`src/hdl/core_flags_pkg.sv`:
```
package core_flags_pkg;

  // ****************************************************************
  // Register map: printed offsets are word indices, byte = index * 4
  // ****************************************************************
  localparam int          ADDR_W           = 10;
  localparam logic [7:0]  IDX_PC_LOW       = 8'h02;
  localparam logic [7:0]  IDX_PC_LATCH     = 8'h0A;
  localparam logic [7:0]  IDX_EVENT_FLAGS  = 8'h0C;
  localparam logic [7:0]  IDX_EVENT_ENABLE = 8'h8C;
  localparam logic [7:0]  IDX_RESET_CAUSE  = 8'h8E;

  // ****************************************************************
  // Field positions, event flag register
  // ****************************************************************
  localparam int BIT_EEPROM_DONE  = 7;
  localparam int BIT_COMPARATOR   = 6;
  localparam int BIT_SERIAL_RX    = 5;
  localparam int BIT_SERIAL_TX    = 4;
  localparam int BIT_CAPT_COMP    = 2;
  localparam int BIT_PERIOD_MATCH = 1;
  localparam int BIT_WIDE_OVF     = 0;
  // Bits that software may write (bit 3 unused, bits 5 and 4 follow peripherals)
  localparam logic [7:0] FLAGS_WR_MASK    = 8'hC7;
  localparam logic [7:0] ENABLE_MASK      = 8'hF7;

  // ****************************************************************
  // Field positions, reset cause and oscillator speed register
  // ****************************************************************
  localparam int          BIT_OSC_SPEED    = 3;
  localparam int          BIT_POWER_ON     = 1;
  localparam int          BIT_BROWNOUT     = 0;
  localparam logic [7:0]  CAUSE_READ_MASK  = 8'h0B;

  // ****************************************************************
  // Values after reset
  // ****************************************************************
  localparam logic [7:0]  FLAGS_RST        = 8'h00;
  localparam logic [7:0]  ENABLE_RST       = 8'h00;
  localparam logic        OSC_SPEED_RST    = 1'b1;
  localparam logic        POWER_ON_RST     = 1'b0;
  localparam logic        BROWNOUT_RST     = 1'b0;
  localparam logic [4:0]  LATCH_RST        = 5'h00;
  localparam logic [12:0] PC_RST           = 13'h0000;
  localparam logic [2:0]  SP_RST           = 3'h0;

  // ****************************************************************
  // Core constants
  // ****************************************************************
  localparam int          PC_W             = 13;
  localparam int          STACK_DEPTH      = 8;
  localparam logic [12:0] IRQ_VECTOR       = 13'h0004;
  localparam logic [1:0]  CCP_CAPTURE      = 2'h0;
  localparam logic [1:0]  CCP_COMPARE      = 2'h1;
  localparam logic [1:0]  RESP_OKAY        = 2'h0;
  localparam logic [1:0]  RESP_SLVERR      = 2'h2;

endpackage

```
`src/hdl/core_flags_pc_stack.sv`:
```
`timescale 1ns/1ps
`default_nettype none

module core_flags_pc_stack
(
  // Clock and power-on reset
  input  wire logic        core_clk_in,
  input  wire logic        rst_n_in,
  // Other reset causes, one-cycle pulses from the reset controller
  input  wire logic        soft_reset_in,
  input  wire logic        brownout_reset_in,
  // AXI4-Lite write address and data
  input  wire logic [core_flags_pkg::ADDR_W-1:0] s_axi_awaddr_in,
  input  wire logic        s_axi_awvalid_in,
  output logic             s_axi_awready_out,
  input  wire logic [31:0] s_axi_wdata_in,
  input  wire logic [3:0]  s_axi_wstrb_in,
  input  wire logic        s_axi_wvalid_in,
  output logic             s_axi_wready_out,
  // AXI4-Lite write response
  output logic [1:0]       s_axi_bresp_out,
  output logic             s_axi_bvalid_out,
  input  wire logic        s_axi_bready_in,
  // AXI4-Lite read
  input  wire logic [core_flags_pkg::ADDR_W-1:0] s_axi_araddr_in,
  input  wire logic        s_axi_arvalid_in,
  output logic             s_axi_arready_out,
  output logic [31:0]      s_axi_rdata_out,
  output logic [1:0]       s_axi_rresp_out,
  output logic             s_axi_rvalid_out,
  input  wire logic        s_axi_rready_in,
  // Peripheral events, same clock
  input  wire logic        eeprom_write_done_in,
  input  wire logic        comparator_change_in,
  input  wire logic        serial_rx_full_in,
  input  wire logic        serial_tx_empty_in,
  input  wire logic [1:0]  ccp_mode_in,
  input  wire logic        ccp_capture_in,
  input  wire logic        ccp_compare_match_in,
  input  wire logic        period_match_in,
  input  wire logic        wide_timer_overflow_in,
  // Oscillator configuration
  input  wire logic        external_resistor_osc_in,
  input  wire logic        brownout_enable_config_in,
  // Instruction decoder strobes
  input  wire logic        instr_step_in,
  input  wire logic        jump_in,
  input  wire logic        call_in,
  input  wire logic        return_in,
  input  wire logic        vector_in,
  input  wire logic [10:0] target_in,
  // Core outputs
  output logic [12:0]      pc_out,
  output logic [4:0]       pc_high_latch_out,
  output logic             peripheral_irq_out,
  output logic             osc_fast_internal_out,
  output logic             osc_resistor_rate_out
);

  // ****************************************************************
  // State
  // ****************************************************************
  typedef struct packed {
    logic [7:0]        flags;
    logic [7:0]        enables;
    logic              osc_speed;
    logic              power_on;
    logic              brownout;
    logic [4:0]        latch;
    logic [12:0]       pc;
    logic [7:0][12:0]  stack;
    logic [2:0]        sp;
    logic              bvalid;
    logic [1:0]        bresp;
    logic              rvalid;
    logic [1:0]        rresp;
    logic [31:0]       rdata;
  } state_t;

  state_t st_r;
  state_t st_nxt;

  logic       wr_take;
  logic       rd_take;
  logic [7:0] wr_idx;
  logic [7:0] rd_idx;
  logic       wr_aligned;
  logic       rd_aligned;
  logic       wr_lane0;
  logic [7:0] wbyte;
  logic [7:0] flag_events;
  logic [7:0] flags_view;
  logic [7:0] cause_view;
  logic       any_reset;
  logic       pc_low_write;

  // ****************************************************************
  // Bus handshakes
  // ****************************************************************
  // Address and data taken together; keeps one write in flight
  assign wr_take           = s_axi_awvalid_in && s_axi_wvalid_in && !st_r.bvalid;
  assign rd_take           = s_axi_arvalid_in && !st_r.rvalid;
  assign s_axi_awready_out = s_axi_wvalid_in && !st_r.bvalid;
  assign s_axi_wready_out  = s_axi_awvalid_in && !st_r.bvalid;
  assign s_axi_arready_out = !st_r.rvalid;
  assign s_axi_bvalid_out  = st_r.bvalid;
  assign s_axi_bresp_out   = st_r.bresp;
  assign s_axi_rvalid_out  = st_r.rvalid;
  assign s_axi_rresp_out   = st_r.rresp;
  assign s_axi_rdata_out   = st_r.rdata;

  // Address decode; registers sit in byte lane 0
  assign wr_idx     = s_axi_awaddr_in[core_flags_pkg::ADDR_W-1:2];
  assign rd_idx     = s_axi_araddr_in[core_flags_pkg::ADDR_W-1:2];
  assign wr_aligned = (s_axi_awaddr_in[1:0] == 2'b00);
  assign rd_aligned = (s_axi_araddr_in[1:0] == 2'b00);
  assign wr_lane0   = wr_take && wr_aligned && s_axi_wstrb_in[0];
  assign wbyte      = s_axi_wdata_in[7:0];

  // ****************************************************************
  // Event sources and read views
  // ****************************************************************
  // Events feed flags with no enable in the path
  always_comb
  begin
    flag_events = 8'h00;
    flag_events[core_flags_pkg::BIT_EEPROM_DONE]  = eeprom_write_done_in;
    flag_events[core_flags_pkg::BIT_COMPARATOR]   = comparator_change_in;
    flag_events[core_flags_pkg::BIT_CAPT_COMP]    =
      (ccp_mode_in == core_flags_pkg::CCP_CAPTURE && ccp_capture_in) ||
      (ccp_mode_in == core_flags_pkg::CCP_COMPARE && ccp_compare_match_in);
    flag_events[core_flags_pkg::BIT_PERIOD_MATCH] = period_match_in;
    flag_events[core_flags_pkg::BIT_WIDE_OVF]     = wide_timer_overflow_in;
  end

  // Serial bits mirror the buffers live, so they need no clear
  always_comb
  begin
    flags_view = st_r.flags & core_flags_pkg::FLAGS_WR_MASK;
    flags_view[core_flags_pkg::BIT_SERIAL_RX] = serial_rx_full_in;
    flags_view[core_flags_pkg::BIT_SERIAL_TX] = serial_tx_empty_in;
  end

  // Unused cause bits forced low on read
  always_comb
  begin
    cause_view = 8'h00;
    cause_view[core_flags_pkg::BIT_OSC_SPEED] = st_r.osc_speed;
    cause_view[core_flags_pkg::BIT_POWER_ON]  = st_r.power_on;
    cause_view[core_flags_pkg::BIT_BROWNOUT]  = st_r.brownout;
  end

  assign any_reset    = soft_reset_in || brownout_reset_in;
  assign pc_low_write = wr_lane0 && wr_idx == core_flags_pkg::IDX_PC_LOW;

  // ****************************************************************
  // Next state
  // ****************************************************************
  // Priority: reset, pop, call, jump, vectoring, low byte write, step
  always_comb
  begin
    st_nxt = st_r;
    // Write response retires on bready
    if (st_r.bvalid && s_axi_bready_in)
    begin
      st_nxt.bvalid = 1'b0;
    end
    if (st_r.rvalid && s_axi_rready_in)
    begin
      st_nxt.rvalid = 1'b0;
    end
    // Software writes; a write landing with an event keeps the event
    if (wr_take)
    begin
      st_nxt.bvalid = 1'b1;
      st_nxt.bresp  = core_flags_pkg::RESP_OKAY;
      if (!wr_aligned)
      begin
        st_nxt.bresp = core_flags_pkg::RESP_SLVERR;
      end
      else
      begin
        unique case (wr_idx)
          core_flags_pkg::IDX_PC_LOW,
          core_flags_pkg::IDX_PC_LATCH,
          core_flags_pkg::IDX_EVENT_FLAGS,
          core_flags_pkg::IDX_EVENT_ENABLE,
          core_flags_pkg::IDX_RESET_CAUSE: st_nxt.bresp = core_flags_pkg::RESP_OKAY;
          default:                         st_nxt.bresp = core_flags_pkg::RESP_SLVERR;
        endcase
      end
    end
    if (wr_lane0 && wr_idx == core_flags_pkg::IDX_EVENT_FLAGS)
    begin
      st_nxt.flags = wbyte & core_flags_pkg::FLAGS_WR_MASK;
    end
    st_nxt.flags = st_nxt.flags | flag_events;
    if (wr_lane0 && wr_idx == core_flags_pkg::IDX_EVENT_ENABLE)
    begin
      st_nxt.enables = wbyte & core_flags_pkg::ENABLE_MASK;
    end
    if (wr_lane0 && wr_idx == core_flags_pkg::IDX_PC_LATCH)
    begin
      st_nxt.latch = wbyte[4:0];
    end
    if (wr_lane0 && wr_idx == core_flags_pkg::IDX_RESET_CAUSE)
    begin
      st_nxt.osc_speed = wbyte[core_flags_pkg::BIT_OSC_SPEED];
      st_nxt.power_on  = wbyte[core_flags_pkg::BIT_POWER_ON];
      st_nxt.brownout  = wbyte[core_flags_pkg::BIT_BROWNOUT];
    end
    // Reads return registered data one cycle after the take
    if (rd_take)
    begin
      st_nxt.rvalid = 1'b1;
      st_nxt.rresp  = core_flags_pkg::RESP_OKAY;
      st_nxt.rdata  = 32'h0000_0000;
      if (!rd_aligned)
      begin
        st_nxt.rresp = core_flags_pkg::RESP_SLVERR;
      end
      else
      begin
        unique case (rd_idx)
          core_flags_pkg::IDX_PC_LOW:       st_nxt.rdata[7:0] = st_r.pc[7:0];
          core_flags_pkg::IDX_PC_LATCH:     st_nxt.rdata[4:0] = st_r.latch;
          core_flags_pkg::IDX_EVENT_FLAGS:  st_nxt.rdata[7:0] = flags_view;
          core_flags_pkg::IDX_EVENT_ENABLE: st_nxt.rdata[7:0] = st_r.enables;
          core_flags_pkg::IDX_RESET_CAUSE:  st_nxt.rdata[7:0] = cause_view;
          default:                          st_nxt.rresp = core_flags_pkg::RESP_SLVERR;
        endcase
      end
    end
    // Program counter and return stack; no overflow flag exists
    if (return_in)
    begin
      st_nxt.pc = st_r.stack[st_r.sp - 3'd1];
      st_nxt.sp = st_r.sp - 3'd1;
    end
    else if (call_in)
    begin
      st_nxt.stack[st_r.sp] = st_r.pc + 13'd1;
      st_nxt.sp = st_r.sp + 3'd1;
      st_nxt.pc = {st_r.latch[4:3], target_in};
    end
    else if (jump_in)
    begin
      st_nxt.pc = {st_r.latch[4:3], target_in};
    end
    else if (vector_in)
    begin
      // Interrupted instruction has not run, so its own address returns
      st_nxt.stack[st_r.sp] = st_r.pc;
      st_nxt.sp = st_r.sp + 3'd1;
      st_nxt.pc = core_flags_pkg::IRQ_VECTOR;
    end
    else if (pc_low_write)
    begin
      st_nxt.pc = {st_r.latch, wbyte};
    end
    else if (instr_step_in)
    begin
      st_nxt.pc = st_r.pc + 13'd1;
    end
    // Synchronous reset causes; power-on and brown-out bits kept apart
    if (any_reset)
    begin
      st_nxt.pc        = core_flags_pkg::PC_RST;
      st_nxt.sp        = core_flags_pkg::SP_RST;
      st_nxt.flags     = core_flags_pkg::FLAGS_RST;
      st_nxt.enables   = core_flags_pkg::ENABLE_RST;
      st_nxt.latch     = core_flags_pkg::LATCH_RST;
      st_nxt.osc_speed = core_flags_pkg::OSC_SPEED_RST;
    end
    if (brownout_reset_in)
    begin
      st_nxt.brownout = 1'b0;
    end
  end

  // ****************************************************************
  // State register; power-on reset is the asynchronous one
  // ****************************************************************
  always_ff @(posedge core_clk_in or negedge rst_n_in)
  begin
    if (!rst_n_in)
    begin
      st_r           <= '0;
      st_r.osc_speed <= core_flags_pkg::OSC_SPEED_RST;
      st_r.power_on  <= core_flags_pkg::POWER_ON_RST;
      st_r.brownout  <= core_flags_pkg::BROWNOUT_RST;
      st_r.pc        <= core_flags_pkg::PC_RST;
    end
    else
    begin
      st_r <= st_nxt;
    end
  end

  // ****************************************************************
  // Outputs
  // ****************************************************************
  // Enables only gate the request, never the flags
  assign peripheral_irq_out    = |(flags_view & st_r.enables);
  assign pc_out                = st_r.pc;
  assign pc_high_latch_out     = st_r.latch;
  // Brown-out config input is left unused; the external resistor input picks which output shows the speed bit
  assign osc_fast_internal_out = st_r.osc_speed && !external_resistor_osc_in;
  assign osc_resistor_rate_out = st_r.osc_speed && external_resistor_osc_in;
endmodule

`default_nettype wire

```
`config.mk`:
```
export PLATFORM = sky130hd
export DESIGN_NAME = core_flags_pc_stack
export DESIGN_NICKNAME = d
export VERILOG_FILES = /design/src/hdl/core_flags_pkg.sv /design/src/hdl/core_flags_pc_stack.sv
export SDC_FILE = /design/constraint.sdc
export NUM_CORES = 1
export LEC_CHECK = 0
export BUFFER_PORTS_ARGS = -buffer_cell sky130_fd_sc_hd__buf_2
export CORE_MARGIN = 5
export CORE_UTILIZATION = 50
export CTS_BUF_LIST = sky130_fd_sc_hd__clkbuf_8
export CTS_CLUSTER_DIAMETER = 200
export DETAILED_ROUTE_END_ITERATION = 6
export PLACE_DENSITY_LB_ADDON = 0.05
export SYNTH_ARGS = -nofsm -noshare
export SYNTH_HDL_FRONTEND = slang
export SYNTH_SLANG_ARGS = --single-unit
export TNS_END_PERCENT = 50
```
`constraint.sdc`:
```
create_clock -name core_clk_in -period 6.27 [get_ports core_clk_in]
set_clock_uncertainty 0.15 [all_clocks]
set_input_delay 0.3135 -clock core_clk_in [delete_from_list [all_inputs] [get_ports core_clk_in]]
set_output_delay 0.3135 -clock core_clk_in [all_outputs]
set_load 0.05 [all_outputs]
```
-- After elaboration in Yosys (flattened, before gate mapping)
Cells that the tools add are included.
- input port bits: 93
- flip-flop bits (word level): 158
- eq/ne operators: 13
- bitwise gates (word level): 3
- add/subtract/negate cells: 3
- $lt $le $gt $ge: 3
- multiplexer cells: 34
- reduce and logical (&&, ||, !) cells: 41
- operators by type and width (cell ; number):
    $mux 107 ; 2
    $bwmux 104 ; 2
    $mux 120 ; 1
    $mux 13 ; 7
    $bmux 13 s3 ; 1
    $demux 13 s3 ; 1
    $mux 35 ; 1
    $eq 8x4->1 const B ; 4
    $eq 8x8->1 const B ; 4
    $pmux 5 s5 ; 1
    $mux 8 ; 3
    $logic_and 1x1->1 ; 19
    $mux 18 ; 1
    $mux 17 ; 1
    $eq 8x2->1 const B ; 2
    $reduce_bool 2->1 ; 7
    $add 13x1->13 const B ; 1
    $mux 3 ; 4
    $reduce_or 5->1 ; 2
    $pmux 3 s3 ; 1
    $and 8x8->8 ; 1
    $lt 3x4->1 const B ; 2
    $mux 2 ; 4
    $or 8x8->8 ; 1
    other kinds (17) ; 24

-- Logic depth before layout (Yosys ltp)
Gate-level depths: netlist of run 1.
- depth in word-level cells: 11
- gate-level depth with buffers: 10
- depth with buffers taken out: 7

-- Worst setup path after synthesis of run 1
No wires, ideal clock.
- path type: reg2reg
- start: register st_r[38] (netlist bit)
- end: register st_r, in the netlist pc_out[0]
- path slack: 3620 ps
- path buffers: 3
- cell stages (with the launch flop): 10
- setup time: 122 ps
- data arrival time: 2379 ps
- cell sequence: dfrtp_1 buf_2 inv_1 ha_1 clkbuf_1 clkbuf_1 mux4_2 nand2_1 nand3_1 a32o_1
- cells in the longest elaborated chain, start to end: 5
- ends and longest elaborated chain (item ; RTL line ; RTL):
    start, declared ; core_flags_pc_stack.sv:80 ; state_t st_r;
    start signal, assigned ; core_flags_pc_stack.sv:296 ; st_r <= st_nxt;
    $sub 3x1->3 ; core_flags_pc_stack.sv:237 ; st_nxt.pc = st_r.stack[st_r.sp - 3'd1];
    $bmux 13 s3 ; core_flags_pc_stack.sv:237 ;
    $mux 13 (not written as such) ; core_flags_pc_stack.sv:237 ;
    $mux 13 ; core_flags_pc_stack.sv:235 ; if (return_in)
    $mux 18 ; core_flags_pc_stack.sv:266 ; if (any_reset)
No other way between the ends. The select of a mux whose other input is x is not followed.
A chain may end at the register's enable or synchronous reset.

-- Worst setup path after layout of run 1
- start: register st_r[38] (netlist bit)
- end: register st_r, in the netlist pc_out[9]
The elaborated chain is that of the path after synthesis.

==> impl_metrics.yaml, run 1 <==
cts:
  worstSkewPairLatency_ns: 0.45
  clockRootBuffer: "clkbuf_8"
  path_clk_slew_ns: 0.09
  htreeDepth: 4
  postCtsSetupRepairBufs: 0
  cts_buffer_depth: 2
  cts_tree: "built"
  cts.sinks: 152
  cts_buffers: 17
critical_path:
  path_max_fanout: 30
  path_class: "flop to flop"
  cpPeakStageDelay_ns: 1.03
  worst_setup_path_end_kind: "flop"
  crit_chain: "inv_1 -> ha_1 -> buf_4 -> mux4_2 -> mux2_2 -> a22oi_1 -> o41ai_1 -> a22o_1"
  start_kind: "flop"
  cpMaxStageDelayCell: "dfrtp_2"
  worstRegToRegCells: 8
  required_ns: 6.46
  arrival_ns: 3.86
yosys:
  synth-simple-area-share_pct: 15.63
  synthAdderAreaFrac_pct: 0.4648
  yosysUniqueCellTypes: 56
  synth_xor_area_share_pct: 2.603
  avgSynthCellArea_sq_um: 9.790
  yosysTopAreaCellShare_pct: 46.79
  synth_mux_area_share_pct: 12.47
  synth-edff-count: 0
  synth_common_cells: "dfrtp_1 (151), nand2_1 (107), nor2_1 (75)"
  ys_seq_area_share_pct: 47.11
  synth_compound_area_share_pct: 13.32
  synth_flop_cell: "dfrtp_1"
  syn_inst: 825
  yosysMostFrequentCell: "dfrtp_1"
  yosysWarnings: 0
  synth_seq_cells: 152
  synth_top_family_by_area: "simple AND/OR/NAND/NOR gates"
  synth.area.top_cells: "dfrtp_1 (47%), mux4_2 (7.3%), buf_4 (5.0%)"
  syn-cell-area_sq_um: 8076
  synth_area_leader_cell: "dfrtp_1"
  synthArstFlopShare_pct: 100.0
global_route:
  grt_pass1_wl_um: 32600
  grt_pass1_vias: 5921
  grt_max_degree: 85
  antenna_found_initial: 0
  track_usage_pct: 22.94
  gr-total-overflow: 0
drt:
  dr.pass1.iters: 6
  drc: 0
  drt-vias-per-instance: 5.622
  wire_per_inst_um: 19.05
  vias: 6257
  routed_wl_um: 21200
  drt_iter0_drc: 552
  antenna_left: 0
final_layout:
  final_util_pct: 56.63
  n_fill_cell: 1437
  fin_nets: 981
  antenna-diode-count: 0
  drive_above_1_share_pct: 20.40
  syn_to_final_growth_pct: 11.39
power:
  cellInternalPower_mw: 1.762
  irDropWorstVdd_uv: 139.5
  pwr-share-seq_pct: 47.8
  clock_power_share_pct: 36.0
  power.density_nw_per_um2: 274.4
  p_comb_share_pct: 16.2
  p_switching_mw: 0.7066
  netSwitchingFraction_pct: 28.63
  leakage_nw: 4.059
run_status:
  status: "finished clean"
timing:
  fin_setup_tns_ns: 0
  finalCritPeriodShare_pct: 58.46
  whs_ns: 0.01239
  setup_viol: 0
  slew_viol_final: 0
  worst_pin_slew_ns: 1.189
  slew_headroom_pct: 20.36
  rsz0062_at_grt: "no"
  finalCriticalPeriod_ns: 3.665
  fmaxAchievable_mhz: 272.8
  finalHoldViolCount: 0
placed_design:
  dp_hpwl_um: 14490
  gp_congestion: 0.8564
  numPortBuffers: 100
run:
  drv_cap: 0
die:
  num_rows: 46
  core_sq_um: 15890
  die_area_sq_um: 18800
  die_x_um: 137.1
  pin_count: 155
  start_util_pct: 50.84
  die-height_um: 137.1
min_path:
  hold_depth: 3
  min_path_type: "input pin to flop"
## routing by layer
layer  GRT usage (%)  share of wire (%)  vias to the layer above
met5               0                  0                        -
met4           5.710                1.0                        0
met3           5.037                7.7                       27
met2           37.96                 48                      257
met1           30.88                 43                     3051
li1                -                  -                     2922
## final cells by class
| cell class | instances | area, sq um | area share (%) |
|---|---|---|---|
| multi-input cells | 576 | 3704 | 41.17 |
| flip-flops and latches | 152 | 3806 | 42.31 |
| clock buffers | 17 | 234.0 | 2.601 |
| inverters | 19 | 71.32 | 0.7928 |
| well taps | 216 | 270.3 | 3.004 |
| clock inverters | 14 | 231.5 | 2.573 |
| repair buffers | 119 | 679.4 | 7.552 |
## layout by cell type, fill, tap and decap left out, drive strengths merged, types with 8 or more instances in the layout
master / synthesis / routed
dfrtp: 151 / 151
nor2b: 11 / 11
nand3: 26 / 26
mux2: 9 / 9
dlygate4sd3: 0 / 12
xnor2: 14 / 14
clkbuf: 40 / 17
a21oi: 67 / 67
mux2i: 32 / 32
nor3: 8 / 8
buf: 63 / 107
xor2: 10 / 10
conb: 1 / 26
inv: 19 / 22
mux4: 26 / 26
nor2: 75 / 75
nand2: 107 / 107
o21ai: 73 / 73
## flip-flops by register name, indices dropped and copies added (netlist names)
| name | flops |
|---|---|
| st_r | 114 |
| pc_out | 13 |
| s_axi_rdata_out | 8 |
| flags_view | 5 |
| pc_high_latch_out | 5 |
| cause_view | 3 |
| s_axi_bresp_out | 1 |
| s_axi_bvalid_out | 1 |
| s_axi_rresp_out | 1 |
| s_axi_rvalid_out | 1 |
## power groups by stage
stage / sequential [mW] / clock, mW / combinational [mW]
6_report: 1.18 / 0.888 / 0.399
5_1_grt: 1.20 / 0.948 / 0.441
4_1_cts: 1.18 / 0.902 / 0.401
3_5_place_dp: 1.20 / 0 / 0.394
3_3_place_gp: 1.19 / 0 / 0.383
2_1_floorplan: 1.17 / 0 / 0.302
## cell families (layout without fill, tap and decap cells)
family,after synthesis,after routing
flip-flops,152,152
multiplexers,67,67
adder cells (fa/ha/maj),3,3
AND/OR/NAND/NOR,271,271
buffers and inverters,122,169
AO/OA/AOI/OAI,185,185
XOR/XNOR,24,24
other,1,26
## worst max-delay path, delay by kind of cell, from the launching register on
family | cells | cell delay, ns
adder cells (fa/ha/maj) | 1 | 0.66
flip-flops | 1 | 1.03
multiplexers | 2 | 0.64
AO/OA/AOI/OAI | 3 | 0.51
buffers and inverters | 2 | 0.55
## through the flow
step,power [mW],cells,setup WS [ns],cell area [sq um]
finish,2.468,1113,2.605,8996
CTS,2.483,1113,2.533,8996
detailed placement,1.594,1070,2.553,8411
floorplan,1.474,850,3.620,8170
global placement,1.572,1070,2.602,8411
global route,2.584,1113,2.348,8996
## final timing paths
| kind | startpoint | end | slack (ns) |
|---|---|---|---|
| worst max-delay path | st_r[38] | pc_out[9] | 2.60 |
| max in group asynchronous | rst_n_in | st_r[38] | 4.23 |
| worst max register to register | st_r[38] | pc_out[9] | 2.60 |
| min in group asynchronous | rst_n_in | flags_view[7] | 0.31 |
| worst min register to register | st_r[88] | st_r[88] | 0.33 |
| worst min-delay path | s_axi_wvalid_in | s_axi_bvalid_out | 0.01 |
## repair_timing
| action | CTS | global route |
|---|---|---|
| hold buffers | 12 | 0 |
| endpoints found under the setup margin | 0 | 0 |
| hold endpoints to repair | 93 | 0 |
| gates resized for setup | 0 | 0 |
No activity file was read; power rests on OpenSTA's default activity.
==> inputs of run 2 (changes only) <==
- clock period: 6.27 -> 3.7 ns (I/O delays scaled with it)
==> impl_metrics.yaml, run 2 (synthesis results as in run 1) <==
timing:
  worst_pin_slew_ns: 0.9235
  finalCritPeriodShare_pct: 74.49
  rsz0062_at_grt: "no"
  fmaxAchievable_mhz: 362.8
  layout_setup_ws_ns: 0.9440
  finalHoldViolCount: 0
  slew_headroom_pct: 38.21
  fin_setup_tns_ns: 0
  whs_ns: 0.009575
  slew_viol_final: 0
  finalCriticalPeriod_ns: 2.756
  setup_viol: 0
final_layout:
  n_fill_cell: 1413
  largest_reg_flops: 114
  fin_cells: 1145
  finalInstanceArea_sq_um: 9264
  layout_commonest_cell: "dfrtp_1"
  final_util_pct: 58.32
  max_flop_register: "st_r"
  syn_to_final_growth_pct: 14.70
  antenna-diode-count: 0
  fin_nets: 1013
  drive_above_1_share_pct: 20.78
  layout_common_cells: "dfrtp_1 (150), nand2_1 (107), buf_2 (99), nor2_1 (75), o21ai_0 (72)"
global_route:
  gr-total-overflow: 0
  busiest_layer: "met2"
  met3_usage_pct: 3.603
  grtUsageMet1_pct: 33.08
  track_usage_pct: 23.89
  gr-usage-met2_pct: 39.21
  grt_max_degree: 83
  grt_pass1_vias: 6365
  antenna_found_initial: 0
  grt_pass1_wl_um: 34360
cts:
  holdBufCountCts: 35
  worstSkewPairLatency_ns: 0.45
  htreeDepth: 4
  cts_buffers: 17
  postCtsSetupRepairBufs: 0
  cts_buffer_depth: 2
  ctsResizeCount: 0
  clockRootBuffer: "clkbuf_8"
  cts.sinks: 152
  path_clk_slew_ns: 0.08
  cts_tree: "built"
placed_design:
  numPortBuffers: 100
  dpl_worst_slack_ns: 0.9878
  dp_hpwl_um: 15000
  gp_congestion: 0.8539
  place_area_sq_um: 8483
  dp.cells: 1079
drt:
  wire_per_inst_um: 18.88
  vias: 6412
  routed_wl_um: 21620
  dr.pass1.iters: 5
  drc: 0
  drt-vias-per-instance: 5.600
  drt_iter0_drc: 547
  antenna_left: 0
power:
  power.density_nw_per_um2: 440.4
  p_total_mw: 4.080
  leakage_nw: 4.178
  pwr-share-seq_pct: 48.8
  netSwitchingFraction_pct: 29.43
  clock_power_share_pct: 33.7
  irDropWorstVdd_uv: 223.1
  p_comb_share_pct: 17.5
  p_switching_mw: 1.201
  cellInternalPower_mw: 2.879
critical_path:
  start_kind: "flop"
  r2r-start: "st_r[39]"
  required_ns: 3.89
  path_max_fanout: 11
  crit_path_start: "st_r[39]"
  path_class: "flop to flop"
  worst_setup_path_end_kind: "flop"
  arrival_ns: 2.95
die:
  num_rows: 46
  start_util_pct: 50.84
  die-height_um: 137.1
  core_sq_um: 15890
  die_x_um: 137.1
  die_area_sq_um: 18800
  pin_count: 155
min_path:
  min_path_type: "input pin to flop"
  hp-start: "target_in[10]"
run:
  drv_cap: 0
run_status:
  status: "finished clean"
## run 2: cell types whose count changed in the layout (fill, tap and decap cells not counted), moves of 2 or more
| cell | delta |
|---|---|
| bufinv_16 | -3 |
| buf_4 | +8 |
| dlygate4sd3_1 | +23 |
| inv_1 | -2 |
| clkbuf_8 | +4 |
## run 2: worst max-delay path, stage by stage (launching register included)
cell	delay [ns]
dfrtp_1	0.45
inv_1	0.13
ha_1	0.50
buf_4	0.28
mux4_2	0.33
mux2_2	0.31
a22oi_1	0.19
o41ai_1	0.10
a22o_1	0.21
## run 2: cell type report
cell class,instances,area (sq um),area share [%]
Inverter,19,71.32,0.7699
Multi-Input combinational cell,576,3696,39.90
Sequential cell,152,3806,41.09
Clock buffer,21,289.0,3.120
Timing Repair Buffer,151,989.7,10.68
Tap cell,216,270.3,2.917
Clock inverter,10,141.4,1.526
## run 2: routing by layer
layer,wire length (um),vias up
met4,417,0
met3,1383,33
met2,10410,218
li1,-,2994
met5,0,-
met1,9406,3167
## run 2: worst paths after layout
kind,endpoint,slack (ns),depth (start not counted)
max,pc_out[9],0.94,8
min,pc_out[10],0.01,4
max reg2reg,pc_out[9],0.94,8
min reg2reg,s_axi_rdata_out[1],0.33,2
max in group asynchronous,st_r[114],2.32,3
min in group asynchronous,s_axi_bresp_out[1],0.20,2
## run 2: power groups by stage
stage	sequential (mW)	combinational, mW	clock, mW
after floorplan	1.99	0.513	0
after global placement	2.00	0.666	0
after detailed placement	2.02	0.687	0
after CTS	1.99	0.715	1.41
after global routing	2.02	0.794	1.49
final	1.99	0.712	1.38
==> inputs of run 3 (changes only) <==
- clock period: 3.7 -> 2.4 ns (I/O delays scaled with it)
==> impl_metrics.yaml, run 3 (synthesis results as in run 1) <==
final_layout:
  fin_nets: 1049
  max_flop_register: "st_r"
  multi_input_area_sq_um: 3717
  ff_latch_area_sq_um: 3806
  drive_above_1_share_pct: 23.19
  syn_to_final_growth_pct: 18.99
  layout_common_cells: "dfrtp_1 (150), nand2_1 (107), buf_2 (99), nor2_1 (75), o21ai_0 (72)"
  largest_reg_flops: 114
  final_util_pct: 60.50
  finalInstanceArea_sq_um: 9610
  fin_cells: 1182
  n_fill_cell: 1379
  antenna-diode-count: 0
  layout_commonest_cell: "dfrtp_1"
drt:
  antenna_left: 0
  wire_per_inst_um: 18.59
  wl_met2_um: 10930
  dr.pass1.iters: 7
  wl_met1_um: 9485
  drt_iter0_drc: 515
  drt-vias-per-instance: 5.518
  wl_met3_um: 1277
  drc: 2
  topRoutingLayerUsed: "met4"
  routed_wl_um: 21970
  vias: 6522
timing:
  fin_setup_tns_ns: 0
  worst_pin_slew_ns: 0.7310
  layout_setup_ws_ns: 0.1172
  whs_ns: 0.03197
  fmaxAchievable_mhz: 438.1
  setup_viol: 0
  finalCriticalPeriod_ns: 2.283
  slew_viol_final: 0
  finalCritPeriodShare_pct: 95.12
  slew_headroom_pct: 50.92
  finalHoldViolCount: 0
power:
  power.density_nw_per_um2: 646.2
  p_total_mw: 6.210
  netSwitchingFraction_pct: 30.32
  pwr-share-seq_pct: 49.2
  p_switching_mw: 1.883
  p_comb_share_pct: 18.8
  clock_power_share_pct: 32.0
  irDropWorstVdd_uv: 407.5
  leakage_nw: 4.340
  cellInternalPower_mw: 4.327
cts:
  cts.sinks: 152
  cts_buffers: 17
  cts_tree: "built"
  clockRootBuffer: "clkbuf_8"
  worstSkewPairLatency_ns: 0.45
  htreeDepth: 4
  cts_buffer_depth: 2
  path_clk_slew_ns: 0.09
min_path:
  worstHoldEndpoint: "s_axi_rdata_out[2]"
  hold_depth: 4
  min_path_type: "input pin to flop"
  hp-start: "s_axi_arvalid_in"
critical_path:
  start_kind: "input pin"
  arrival_ns: 2.53
  path_max_fanout: 6
  r2r-start: "st_r[38]"
  path_class: "input pin to flop"
  worst_setup_path_end_kind: "flop"
  required_ns: 2.65
  reg2reg_to: "pc_out[9]"
  worstRegToRegCells: 7
  rrSetupSlack_ns: 0.17
run:
  drv_cap: 0
die:
  start_util_pct: 50.84
  die-height_um: 137.1
  die_x_um: 137.1
  num_rows: 46
  pin_count: 155
  die_area_sq_um: 18800
  core_sq_um: 15890
global_route:
  grt_max_degree: 72
  grt_pass1_vias: 6386
  gr-total-overflow: 0
  track_usage_pct: 24.21
  antenna_found_initial: 0
  grt_pass1_wl_um: 34820
placed_design:
  place_area_sq_um: 8763
  gp_congestion: 0.9526
  dp_hpwl_um: 15330
  numPortBuffers: 100
  dp.cells: 1108
  dpl_worst_slack_ns: 0.1491
run_status:
  status: "complete, but fails checks"
  violations: "DRC"
run 3: worst max-delay path by stage:
| stage | start | end | slack (ns) |
|---|---|---|---|
| after global routing | s_axi_araddr_in[8] | s_axi_rdata_out[3] | -0.007 |
| after detailed placement | s_axi_awaddr_in[1] | pc_out[2] | 0.15 |
| after floorplan | s_axi_bvalid_out | pc_out[4] | 0.009 |
| final | s_axi_araddr_in[8] | s_axi_rdata_out[3] | 0.12 |
| after global placement | s_axi_awaddr_in[1] | pc_out[2] | 0.15 |
| after CTS | s_axi_araddr_in[8] | s_axi_rdata_out[3] | 0.06 |
run 3: power groups by stage:
stage,clock network (mW),registers [mW],logic [mW]
6_report,1.99,3.06,1.17
5_1_grt,2.16,3.10,1.29
2_1_floorplan,0,3.06,0.792
4_1_cts,2.05,3.05,1.17
3_3_place_gp,0,3.08,1.08
3_5_place_dp,0,3.11,1.11
run 3: timing repair:
action,CTS,global route
hold endpoints to repair,110,0
setup buffers,0,0
hold buffers,42,0
gates resized for setup,0,3
endpoints found under the setup margin,0,3
run 3: per-layer routing:
metal / GRT usage (%) / up-vias
met2: 41.44 / 226
met3: 3.971 / 28
met1: 32.13 / 3203
li1: - / 3065
met4: 6.319 / 0
met5: 0 / -
run 3: layout make-up:
class / instances / area share, %
repair buffers: 187 / 13.94
multi-input cells: 576 / 38.68
inverters: 19 / 0.7421
flip-flops and latches: 152 / 39.60
clock inverters: 13 / 1.497
clock buffers: 19 / 2.721
well taps: 216 / 2.812
run 3: critical path, stage by stage:
cell	delay, ns
dlygate4sd3_1	0.55
buf_2	0.14
nor4_4	0.18
dlygate4sd3_1	0.60
nand3_1	0.17
o21ai_0	0.20
dlygate4sd3_1	0.57
